**src/logic/vbr_pkg.sv**
```systemverilog
// shared constants and types for the boot rom read interface
// assumes one 40 MHz clock that also serves as the bus clock
`default_nettype none
package vbr_pkg;
  // configuration space index of the rom base address register
  localparam logic [7:0]  ROM_BAR_OFS   = 8'h30;
  localparam logic [31:0] ROM_BAR_RST   = 32'h0000_0000;
  // writable bits: enable in bit 0, 64 KB aligned base in 31:16
  localparam logic [31:0] ROM_BAR_WMASK = 32'hFFFF_0001;
  localparam int          BAR_EN_BIT    = 0;
  localparam int          STRAP_ROM_BIT = 4;
  localparam logic [1:0]  PORT_SEL_GOP2 = 2'h3;
  // rom access window per byte, in bus clocks
  localparam int          WIN_SINGLE_CLK = 14;
  localparam int          WIN_MULTI_CLK  = 10;
  localparam logic [3:0]  WIN_SINGLE = 4'(WIN_SINGLE_CLK);
  localparam logic [3:0]  WIN_MULTI  = 4'(WIN_MULTI_CLK);
  // capture happens when this many window clocks remain
  localparam logic [3:0]  CAPTURE_AT = 4'h2;

  typedef struct packed {
    logic [31:0] addr;
    logic [3:0]  be_n;
  } vbr_req_t;

  typedef enum logic [1:0] {
    VBR_IDLE,
    VBR_START,
    VBR_BUSY,
    VBR_RESP
  } vbr_state_t;
endpackage : vbr_pkg
`default_nettype wire

```
**src/logic/vbr_byte_fetch.sv**
```systemverilog
// one physical byte access to the rom: enable window and byte capture
// assumes the rom drives its data while the output enable is low
`default_nettype none
module vbr_byte_fetch (
  input  wire logic       i_clk,
  input  wire logic       i_nrst,
  input  wire logic       i_start,
  input  wire logic [3:0] i_win,
  input  wire logic [7:0] i_rom_data,
  output logic            o_rom_output_enable_n,
  output logic [7:0]      o_byte,
  output logic            o_done
);
  import vbr_pkg::*;

  logic [3:0] cnt_r;
  logic [7:0] byte_r;
  wire        busy    = (cnt_r != 4'h0);
  wire        capture = (cnt_r == CAPTURE_AT);

  always_ff @(posedge i_clk) begin
    if (!i_nrst) begin
      cnt_r <= 4'h0;
    end else if (i_start && !busy) begin
      cnt_r <= i_win;
    end else if (busy) begin
      cnt_r <= cnt_r - 4'h1;
    end
  end

  // data latched one clock before the enable goes away
  always_ff @(posedge i_clk) begin
    if (!i_nrst) begin
      byte_r <= 8'h00;
    end else if (capture) begin
      byte_r <= i_rom_data;
    end
  end

  assign o_rom_output_enable_n = !busy;
  assign o_byte                = byte_r;
  assign o_done                = (cnt_r == 4'h1);

  a_capture_before_off: assert property (@(posedge i_clk) disable iff (!i_nrst)
    capture |=> !o_rom_output_enable_n ##1 o_rom_output_enable_n)
    else $error("byte capture not one clock before enable release");
endmodule : vbr_byte_fetch
`default_nettype wire

```
**src/logic/vbr_rom_read.sv**
```systemverilog
// boot rom read path: pci byte assembly and vl-bus chip select
// assumes pci request is a one-cycle pulse from the target decoder,
// and config writes arrive as single-cycle strobes with byte enables
`default_nettype none
module vbr_rom_read (
  input  wire logic              i_clk,
  input  wire logic              i_nrst,
  input  wire logic              i_pci_mode,
  input  wire logic [7:0]        i_strap_config_register,
  input  wire logic [1:0]        i_output_port_select,
  input  wire logic              i_gop_bit1,
  input  wire logic              i_cfg_wr,
  input  wire logic [7:0]        i_cfg_index,
  input  wire logic [3:0]        i_cfg_be_n,
  input  wire logic [31:0]       i_cfg_wdata,
  output logic [31:0]            o_cfg_rdata,
  input  wire logic              i_pci_req,
  input  wire vbr_pkg::vbr_req_t i_pci_cmd,
  output logic                   o_pci_claim,
  output logic                   o_pci_trdy,
  output logic [31:0]            o_pci_ad,
  output logic [15:0]            o_general_address_bus,
  output logic                   o_general_address_oe,
  input  wire logic [7:0]        i_general_data_bus,
  output logic                   o_rom_output_enable_n,
  input  wire logic              i_isa_rom_addr_valid,
  output logic                   o_pin153
);
  import vbr_pkg::*;

  // counts enabled lanes of an active-low byte enable field
  function automatic logic [2:0] lane_count(input logic [3:0] be_n);
    lane_count = 3'(!be_n[0]) + 3'(!be_n[1]) + 3'(!be_n[2]) + 3'(!be_n[3]);
  endfunction : lane_count

  // lowest enabled lane
  function automatic logic [1:0] first_lane(input logic [3:0] be_n);
    if (!be_n[0]) begin
      first_lane = 2'd0;
    end else if (!be_n[1]) begin
      first_lane = 2'd1;
    end else if (!be_n[2]) begin
      first_lane = 2'd2;
    end else begin
      first_lane = 2'd3;
    end
  endfunction : first_lane

  logic [31:0] bar_r;
  vbr_state_t  state_r;
  logic [15:0] addr_r;
  logic [1:0]  lane_r;
  logic [2:0]  left_r;
  logic [3:0]  win_r;
  logic [31:0] data_r;
  logic [7:0]  fetched;
  logic        fetch_done;
  logic        rom_oe_n;

  // config write: only enable and base bits are writable
  wire         bar_sel = i_cfg_wr && (i_cfg_index == ROM_BAR_OFS);
  wire  [31:0] be_mask = {{8{!i_cfg_be_n[3]}}, {8{!i_cfg_be_n[2]}},
                          {8{!i_cfg_be_n[1]}}, {8{!i_cfg_be_n[0]}}};
  wire  [31:0] wmask   = be_mask & ROM_BAR_WMASK;

  always_ff @(posedge i_clk) begin
    if (!i_nrst) begin
      bar_r <= ROM_BAR_RST;
    end else if (bar_sel) begin
      bar_r <= (bar_r & ~wmask) | (i_cfg_wdata & wmask);
    end
  end

  assign o_cfg_rdata = (i_cfg_index == ROM_BAR_OFS) ? bar_r : 32'h0000_0000;

  // enable sources differ by bus type
  wire pci_rom_en = i_pci_mode && bar_r[BAR_EN_BIT];
  wire vl_rom_en  = !i_pci_mode
                    && i_strap_config_register[STRAP_ROM_BIT];

  wire [2:0] req_lanes = lane_count(i_pci_cmd.be_n);
  wire       bar_hit   = (i_pci_cmd.addr[31:16] == bar_r[31:16]);
  wire       req_hit   = bar_hit && (req_lanes != 3'd0);
  // a disabled rom never claims its window a busy block
  // refuses too, so a claimed request is never silently dropped
  assign o_pci_claim = i_pci_req && pci_rom_en && req_hit
                       && (state_r == VBR_IDLE);
  wire   accept      = o_pci_claim;

  // one byte per window; multi-byte reads use the shorter window
  wire [3:0] req_win   = (req_lanes == 3'd1) ? WIN_SINGLE
                                             : WIN_MULTI;
  wire       fetch_go  = (state_r == VBR_START);
  wire       last_byte = (left_r == 3'd1);

  always_ff @(posedge i_clk) begin
    if (!i_nrst) begin
      state_r <= VBR_IDLE;
    end else begin
      case (state_r)
        VBR_IDLE: begin
          if (accept) begin
            state_r <= VBR_START;
          end
        end
        VBR_START: begin
          state_r <= VBR_BUSY;
        end
        VBR_BUSY: begin
          if (fetch_done) begin
            state_r <= last_byte ? VBR_RESP : VBR_START;
          end
        end
        default: begin
          state_r <= VBR_IDLE;
        end
      endcase
    end
  end

  // width from byte enables; low address steps once per byte
  always_ff @(posedge i_clk) begin
    if (!i_nrst) begin
      addr_r <= 16'h0000;
      lane_r <= 2'd0;
      left_r <= 3'd0;
      win_r  <= WIN_SINGLE;
    end else if (accept) begin
      lane_r <= first_lane(i_pci_cmd.be_n);
      left_r <= req_lanes;
      win_r  <= req_win;
      addr_r <= {i_pci_cmd.addr[15:2], first_lane(i_pci_cmd.be_n)};
    end else if ((state_r == VBR_BUSY) && fetch_done && !last_byte) begin
      addr_r <= addr_r + 16'h0001;
      lane_r <= lane_r + 2'd1;
      left_r <= left_r - 3'd1;
    end
  end

  // each captured byte lands in its own lane of the ad word
  always_ff @(posedge i_clk) begin
    if (!i_nrst) begin
      data_r <= 32'h0000_0000;
    end else if (accept) begin
      data_r <= 32'h0000_0000;
    end else if ((state_r == VBR_BUSY) && fetch_done) begin
      data_r[8*lane_r +: 8] <= fetched;
    end
  end

  vbr_byte_fetch u_fetch (
    .i_clk                 (i_clk),
    .i_nrst                (i_nrst),
    .i_start               (fetch_go),
    .i_win                 (win_r),
    .i_rom_data            (i_general_data_bus),
    .o_rom_output_enable_n (rom_oe_n),
    .o_byte                (fetched),
    .o_done                (fetch_done)
  );

  // the shared pixel pins carry the rom address only during a read
  wire pci_busy = (state_r == VBR_START) || (state_r == VBR_BUSY);
  assign o_general_address_bus = addr_r;
  assign o_general_address_oe  = pci_busy && pci_rom_en;
  assign o_rom_output_enable_n = rom_oe_n || !pci_rom_en;
  assign o_pci_trdy            = (state_r == VBR_RESP);
  assign o_pci_ad              = data_r;

  // vl-bus: chip select follows the decoded address, active low;
  // it enables the rom and its data buffer for the isa read
  wire rom_cs_n = !(vl_rom_en && i_isa_rom_addr_valid);
  assign o_pin153 = (i_output_port_select == PORT_SEL_GOP2)
                    ? i_gop_bit1 : rom_cs_n;

  // helper counter of clocks with the rom enabled during one request
  logic [5:0] oe_clks_r;
  logic [2:0] lanes_r;
  always_ff @(posedge i_clk) begin
    if (!i_nrst) begin
      oe_clks_r <= 6'd0;
      lanes_r   <= 3'd0;
    end else if (accept) begin
      oe_clks_r <= 6'd0;
      lanes_r   <= req_lanes;
    end else if (!o_rom_output_enable_n) begin
      oe_clks_r <= oe_clks_r + 6'd1;
    end
  end

  // length of each enable-low run, judged where the run ends
  logic [3:0] oe_run_r;
  always_ff @(posedge i_clk) begin
    if (!i_nrst) begin
      oe_run_r <= 4'h0;
    end else if (!rom_oe_n) begin
      oe_run_r <= oe_run_r + 4'h1;
    end else begin
      oe_run_r <= 4'h0;
    end
  end

  a_trdy_after_all: assert property (@(posedge i_clk) disable iff (!i_nrst)
    o_pci_trdy |-> $past(left_r) == 3'd1)
    else $error("trdy before the last byte");
  a_disabled_no_claim: assert property (@(posedge i_clk)
    disable iff (!i_nrst)
    !pci_rom_en |-> !o_pci_claim && o_rom_output_enable_n)
    else $error("rom active while disabled");
  a_bar_gates_pci: assert property (@(posedge i_clk) disable iff (!i_nrst)
    (i_pci_mode && !bar_r[0]) |-> !o_pci_claim)
    else $error("claim with base register disabled");
  a_strap_gates_cs: assert property (@(posedge i_clk) disable iff (!i_nrst)
    (!i_pci_mode && !i_strap_config_register[4]
     && i_output_port_select != 2'h3) |-> o_pin153)
    else $error("chip select with strap low");
  a_pin153_gop: assert property (@(posedge i_clk) disable iff (!i_nrst)
    (i_output_port_select == 2'h3) |-> o_pin153 == i_gop_bit1)
    else $error("pin 153 not following output bit");
  a_cs_follows_addr: assert property (@(posedge i_clk) disable iff (!i_nrst)
    (!i_pci_mode && i_strap_config_register[4] && i_isa_rom_addr_valid
     && i_output_port_select != 2'h3) |-> !o_pin153)
    else $error("chip select missing while address valid");
  a_single_window: assert property (@(posedge i_clk) disable iff (!i_nrst)
    (accept && lane_count(i_pci_cmd.be_n) == 3'd1)
    |-> ##[16:16] o_pci_trdy)
    else $error("single byte read not 14 clock window");
  a_word_window: assert property (@(posedge i_clk) disable iff (!i_nrst)
    (accept && i_pci_cmd.be_n == 4'h0) |-> ##[45:45] o_pci_trdy)
    else $error("32-bit read timing wrong");
  a_half_window: assert property (@(posedge i_clk) disable iff (!i_nrst)
    (accept && i_pci_cmd.be_n == 4'hC) |-> ##[23:23] o_pci_trdy)
    else $error("16-bit read timing wrong");
  a_oe_total: assert property (@(posedge i_clk) disable iff (!i_nrst)
    o_pci_trdy |-> oe_clks_r == 6'(win_r) * 6'(lanes_r))
    else $error("enable clocks not a whole number of windows");
  a_addr_steps: assert property (@(posedge i_clk) disable iff (!i_nrst)
    (state_r == VBR_BUSY && fetch_done && left_r > 3'd1)
    |=> o_general_address_bus == $past(addr_r) + 16'h0001)
    else $error("low address did not step");
  a_width_decode: assert property (@(posedge i_clk) disable iff (!i_nrst)
    accept |=> left_r == lane_count($past(i_pci_cmd.be_n)))
    else $error("read width not from byte enables");

  // read timing, byte assembly and claim refusal
  a_oe_run_len: assert property (@(posedge i_clk) disable iff (!i_nrst)
    $rose(rom_oe_n) |-> oe_run_r == win_r)
    else $error("byte window length differs from the selected window");
  a_three_window: assert property (@(posedge i_clk) disable iff (!i_nrst)
    (accept && lane_count(i_pci_cmd.be_n) == 3'd3)
    |-> ##[34:34] o_pci_trdy)
    else $error("24-bit read timing wrong");
  a_trdy_pulse: assert property (@(posedge i_clk) disable iff (!i_nrst)
    o_pci_trdy |=> !o_pci_trdy)
    else $error("target ready longer than one clock");
  a_busy_no_claim: assert property (@(posedge i_clk) disable iff (!i_nrst)
    (state_r != VBR_IDLE) |-> !o_pci_claim)
    else $error("request claimed while a read is under way");
  a_ad_cleared: assert property (@(posedge i_clk) disable iff (!i_nrst)
    accept |=> o_pci_ad == 32'h0000_0000)
    else $error("stale data left on ad at the start of a read");
  a_lane0_fill: assert property (@(posedge i_clk) disable iff (!i_nrst)
    (state_r == VBR_BUSY && fetch_done && lane_r == 2'd0)
    |=> o_pci_ad[7:0] == $past(fetched))
    else $error("first lane not filled from the rom byte");
  a_lane3_fill: assert property (@(posedge i_clk) disable iff (!i_nrst)
    (state_r == VBR_BUSY && fetch_done && lane_r == 2'd3)
    |=> o_pci_ad[31:24] == $past(fetched))
    else $error("top lane not filled from the rom byte");
  a_claim_needs_lanes: assert property (@(posedge i_clk)
    disable iff (!i_nrst)
    o_pci_claim |-> i_pci_cmd.be_n != 4'hF)
    else $error("claim without any enabled byte lane");

  // pin ownership
  a_oe_has_addr: assert property (@(posedge i_clk) disable iff (!i_nrst)
    !o_rom_output_enable_n |-> o_general_address_oe)
    else $error("rom enabled without the address pins driven");
  a_addr_first_lane: assert property (@(posedge i_clk)
    disable iff (!i_nrst)
    accept |=> o_general_address_bus[1:0]
               == first_lane($past(i_pci_cmd.be_n)))
    else $error("first byte address not at the lowest enabled lane");
  a_pins_free_idle: assert property (@(posedge i_clk) disable iff (!i_nrst)
    (state_r == VBR_IDLE) |-> !o_general_address_oe)
    else $error("address pins driven with no read under way");
  a_pci_no_cs: assert property (@(posedge i_clk) disable iff (!i_nrst)
    (i_pci_mode && i_output_port_select != PORT_SEL_GOP2)
    |-> o_pin153)
    else $error("chip select active in a pci configuration");
  a_vl_no_pci: assert property (@(posedge i_clk) disable iff (!i_nrst)
    !i_pci_mode |-> !o_pci_claim && !o_general_address_oe)
    else $error("pci rom path active in a vl-bus configuration");
endmodule : vbr_rom_read
`default_nettype wire

```
**config.mk**
```make
export PLATFORM = sky130hd
export DESIGN_NAME = vbr_rom_read
export DESIGN_NICKNAME = d
export VERILOG_FILES = /design/src/logic/vbr_pkg.sv /design/src/logic/vbr_byte_fetch.sv /design/src/logic/vbr_rom_read.sv
export SDC_FILE = /design/constraint.sdc
export NUM_CORES = 1
export LEC_CHECK = 0
export BUFFER_PORTS_ARGS = -buffer_cell sky130_fd_sc_hd__clkbuf_2
export CAP_MARGIN = 20
export CORE_ASPECT_RATIO = 0.75
export CORE_MARGIN = 1.5
export CORE_UTILIZATION = 32
export DETAILED_ROUTE_END_ITERATION = 10
export PLACE_DENSITY_LB_ADDON = 0.25
export SYNTH_ARGS = -nofsm -noshare
export SYNTH_HDL_FRONTEND = slang
export SYNTH_SLANG_ARGS = --single-unit
```
**constraint.sdc**
```tcl
create_clock -name i_clk -period 3.29 [get_ports i_clk]
set_clock_uncertainty 0.05 [all_clocks]
set_input_delay 0.329 -clock i_clk [delete_from_list [all_inputs] [get_ports i_clk]]
set_output_delay 0.329 -clock i_clk [all_outputs]
set_load 0.02 [all_outputs]
```
# Word level (Yosys, flattened, before mapping)
# Index checks and enable logic that the tools add are counted.
[classes]
bitwise_logic = 5
n_shift = 2
n_reduce_logical = 33
mux = 19
addsub = 8
eq_ne = 12
[op_table]
columns = ["op", "count"]
rows = [
  ["$and A32 B32 Y32", 2],
  ["$neg A5 Y34", 1],
  ["$shift A8 B34 Y32 const A", 1],
  ["$shiftx A8 B34 Y32", 1],
  ["$bwmux W32", 1],
  ["$mux W16", 2],
  ["$mux W32", 1],
  ["$not A32 Y32", 1],
  ["$or A32 B32 Y32", 1],
  ["$add A16 B1 Y16 const B", 1],
  ["$eq A16 B16 Y1", 1],
  ["$mux W2", 7],
  ["$logic_and A1 B1 Y1", 12],
  ["$logic_not A1 Y1", 12],
  ["$mux W3", 3],
  ["$eq A8 B6 Y1 const B", 1],
  ["$mux W4", 2],
  ["$eq A2 B2 Y1 const B", 3],
  ["$eq A3 B1 Y1 const B", 2],
  ["$pmux W2 S3", 1],
  ["$eq A4 B1 Y1 const B", 1],
  ["$eq A4 B2 Y1 const B", 1],
  ["$ne A2 B2 Y1 const B", 2],
  ["$reduce_bool A2 Y1", 2],
  ["15 further kinds", 17],
]
[word_totals]
input_bits = 105
word_cells = 88
reg_bits = 103

# Longest topological paths before layout
[depth]
depth_word = 10
depth_mapped = 11
ltp_nobuf = 10

# By module
# Synthesis repeated with hierarchy kept, for this count alone.
[hier_totals]
cells_unflattened = 498
hier_area_um2 = 4433.0
[by_module_without_submodules]
columns = ["mod", "area_per_inst_um2", "seq_area_each_um2", "instances", "cells_per_inst"]
rows = [
  ["vbr_rom_read", 3873.7, 1461.4, 1, 443],
  ["vbr_byte_fetch", 559.3, 240.2, 1, 55],
]

# Worst setup path after synthesis
# No wires, ideal clock.
[synth_timing]
kind = "input -> output"
from = "input port i_pci_cmd[0] in the netlist's numbering"
to = "output port o_pci_claim"
required_time_ns = 2.911
path_stages = 10
setup_slack_ns = 0.499
path_buffers = 1
arrival_ns = 2.412
path_cell_list = "fa_1 -> inv_1 -> ha_1 -> ha_1 -> or3_1 -> nand4_1 -> nor4b_4 -> nand2_1 -> clkbuf_1 -> inv_1"
[synth_between]
elab_chain_len = 8
[synth_lines]
columns = ["element", "line_no", "rtl"]
rows = [
  ["start: declaration", "vbr_rom_read.sv:18", "input wire vbr_pkg::vbr_req_t i_pci_cmd,"],
  ["$logic_not A1 Y1", "-", ""],
  ["$add A1 B1 Y2", "vbr_rom_read.sv:33", "lane_count = 3'(!be_n[0]) + 3'(!be_n[1]) + 3'(!be_n[2]) + 3'(!be_n[3]);"],
  ["$add A2 B1 Y3", "vbr_rom_read.sv:33", ""],
  ["$add A3 B1 Y3", "vbr_rom_read.sv:33", ""],
  ["$reduce_bool A3 Y1", "vbr_rom_read.sv:83", "wire req_hit = bar_hit && (req_lanes != 3'd0);"],
  ["$logic_and A1 B1 Y1", "vbr_rom_read.sv:83", ""],
  ["$logic_and A1 B1 Y1", "vbr_rom_read.sv:86", "assign o_pci_claim = i_pci_req && pci_rom_en && req_hit"],
  ["$logic_and A1 B1 Y1", "vbr_rom_read.sv:87", "&& (state_r == VBR_IDLE);"],
  ["end: declaration", "vbr_rom_read.sv:19", "output logic o_pci_claim,"],
]
# Every way passes these cells.

# Final worst setup path
# Same ends and word-level chain as after synthesis.

==> reports/qor.yml <==
outcome:
  status: "completed"
setup_path:
  crit_family: "adder cells"
  crit_path_top_delay_cell: "fa_1"
  crit_fanout: 7
  critPathArrivalTime_ns: 2.63
  path_cells: "clkbuf_2 -> fa_1 -> inv_1 -> ha_1 -> ha_1 -> or3_1 -> nand4_1 -> nor4b_4 -> nand2_1 -> inv_1 -> clkbuf_2"
  end_kind: "output pin"
  max_stage_delay_ns: 0.53
  r2r_slack_ns: 0.82
  r2r-start: "u_fetch.cnt_r[1]$_SDFFE_PN0P_"
  start_kind: "primary input"
  reg2reg_to: "o_general_address_bus[15]$_SDFFE_PN0P_"
  crit_path_start: "i_pci_cmd[0]"
  worst-path-buf-inv: 4
  worst_ep_required_time_ns: 2.91
  critPathKind: "in -> out"
  reg2reg_depth: 8
placed_design:
  gp_congestion: 0.8307
  dp_hpwl_mm: 8.838
  portBuffers: 149
  pre_cts_ws_ns: 0.2524
final_layout:
  nets: 781
  area_growth_syn_to_layout_pct: 27.05
  antenna_cells: 0
  layout-drive-gt1-share_pct: 27.47
  post-route-util_pct: 41.93
  layout_common_cells: "149 x clkbuf_2, 85 x dfxtp_1, 67 x nand2_1"
  mostFrequentLayoutCell: "clkbuf_2"
synthesis:
  synth_seq_cells: 85
  ys_warn_count: 0
  syn_inst: 513
  yosys.cell_types.count: 43
  synth-edff-count: 0
  syn_area_per_cell_sq_um: 8.405
  ys_seq_area_share_pct: 39.47
  synthFlopType: "dfxtp_1"
  syn-cell-area_sq_um: 4312
  async_flop_share_pct: 0
power_and_ir_drop:
  p_leak_nw: 2.409
  vdd_drop_max_mv: 0.3263
  power_mw: 2.613
  power_density_nw_per_um2: 477.0
routing:
  dr.pass1.iters: 5
  viasPerCell: 4.778
  route.detailed.drc: 0
  wire_per_inst_um: 13.95
  routed_wl_mm: 11.58
  postRouteAntennaNets: 0
  drt_iter0_drc: 172
  vias: 3966
global_route:
  antenna_found_initial: 0
  overflow: 0
  grt_util_all_layers_pct: 16.61
  grt_pass1_wl_mm: 18.36
  grt_max_degree: 33
  grt_pass1_vias: 3811
sta:
  fin_tns_setup_ns: 0
  grt_setup_unrepaired: "no"
  period_needed_ns: 3.014
  tightestPinTransition_ns: 0.9295
  slew_headroom_pct: 37.56
  hold_violations: 0
  min_period_over_period_pct: 91.61
  slew_violations: 0
  setup_viol: 0
  max_freq_ghz: 0.3318
  setup_ws_ns: 0.2762
die:
  core_area_sq_um: 13060
  start_util_pct: 33.01
  dieArea_sq_um: 14190
  die_w_um: 137.0
  rows: 36
  die_y_um: 103.5
  ios: 190
clock_tree:
  clock_path_buffers: 2
  htreeDepth: 3
  cts_tree: "yes"
  cts_root_buf: "clkbuf_16"
  cts_inserted_buffers: 9
  cts_setup_buffers: 0
  clock-sinks: 85
  cts_hold_buf: 0
  cts.repair.resized: 0
  clk_pin_slew_ns: 0.06
  clk_latency_ns: 0.35
run:
  cap_violations: 0
worst_hold_path:
  min_from: "i_general_data_bus[4]"
  whs_endpoint: "u_fetch.o_byte[4]$_SDFFE_PN0N_"
  holdPathStages: 3
  hp-class: "in -> reg"
[worst max path at each step]
stage                             end  slack, ns  cells past startpoint
after floorplan           o_pci_claim       0.50                     10
after global placement    o_pci_claim       0.27                     11
after detailed placement  o_pci_claim       0.25                     11
after CTS                 o_pci_claim       0.25                     11
after global routing      o_pci_claim       0.11                     11
final                     o_pci_claim       0.28                     11
[where the power goes]
group	switching, mW	internal (mW)
clock	0.423	0.704
combinational	0.208	0.138
sequential	0.0680	1.07
total	0.699	1.91
[per-layer routing]
| metal | global-route usage (%) | wire (um) |
|---|---|---|
| met1 | 22.06 | 5564 |
| met2 | 25.05 | 4960 |
| met3 | 5.776 | 876 |
| met4 | 5.414 | 174 |
| met5 | 0 | 0 |
[synthesized netlist by cell type, types with 2 or more instances]
library cell  number  area share [%]
a211oi_1          13             2.3
a21oi_1           53             6.2
and2_1            13             1.9
and2_2             7             1.2
and3_1             6            0.87
buf_1              2            0.17
buf_2              2            0.23
buf_4             15             2.6
buf_6              2            0.52
clkbuf_1          17             1.5
dfxtp_1           85              39
ha_1              20             5.8
inv_1             13             1.1
mux2i_1           22             5.1
nand2_1           67             5.8
nand3_1           44             5.1
nand4_1           12             1.7
nor2_1            38             3.3
nor3_1             8            0.93
nor3b_1            4            0.70
o21ai_0           11             1.3
o311a_1            2            0.46
o31ai_1            2            0.35
or2_1              2            0.29
or3_1              3            0.44
xnor2_1           25             5.1
xor2_1             9             1.8
[layout make-up]
| type | instances | area (sq um) |
|---|---|---|
| clock inverters | 3 | 68.82 |
| multi-input cells | 390 | 2394 |
| clock buffers | 12 | 256.5 |
| fillers | 1311 | 7585 |
| flip-flops and latches | 85 | 1702 |
| well taps | 171 | 214.0 |
| inverters | 14 | 52.55 |
| repair buffers | 155 | 790.8 |
[per-stage QoR]
| stage | hold WS (ns) | area (sq um) | cells |
|---|---|---|---|
| floorplan | 0.3860 | 4364 | 527 |
| detailed placement | 0.3945 | 5152 | 815 |
| global placement | 0.3919 | 5152 | 815 |
| CTS | 0.1489 | 5478 | 830 |
| global route | 0.1499 | 5478 | 830 |
| finish | 0.1569 | 5478 | 830 |
[worst reg2reg max path: stages, from the launching register on]
cell     delay, ns
dfxtp_1       0.35
inv_1         0.11
ha_1          0.18
nor3b_1       0.48
nand4_1       0.30
or2_2         0.38
nor3_1        0.28
xnor2_1       0.16
a21oi_1       0.08
[logic make-up after synthesis]
kind of cell	share of synthesized area, %
compound gates	11.46
xor+xnor	6.907
fa+ha+maj	6.268
buf+inv	6.239
flops	39.47
mux	5.107
other cells	0.08697
simple gates	24.46
Power figures use the tool's default switching activity.
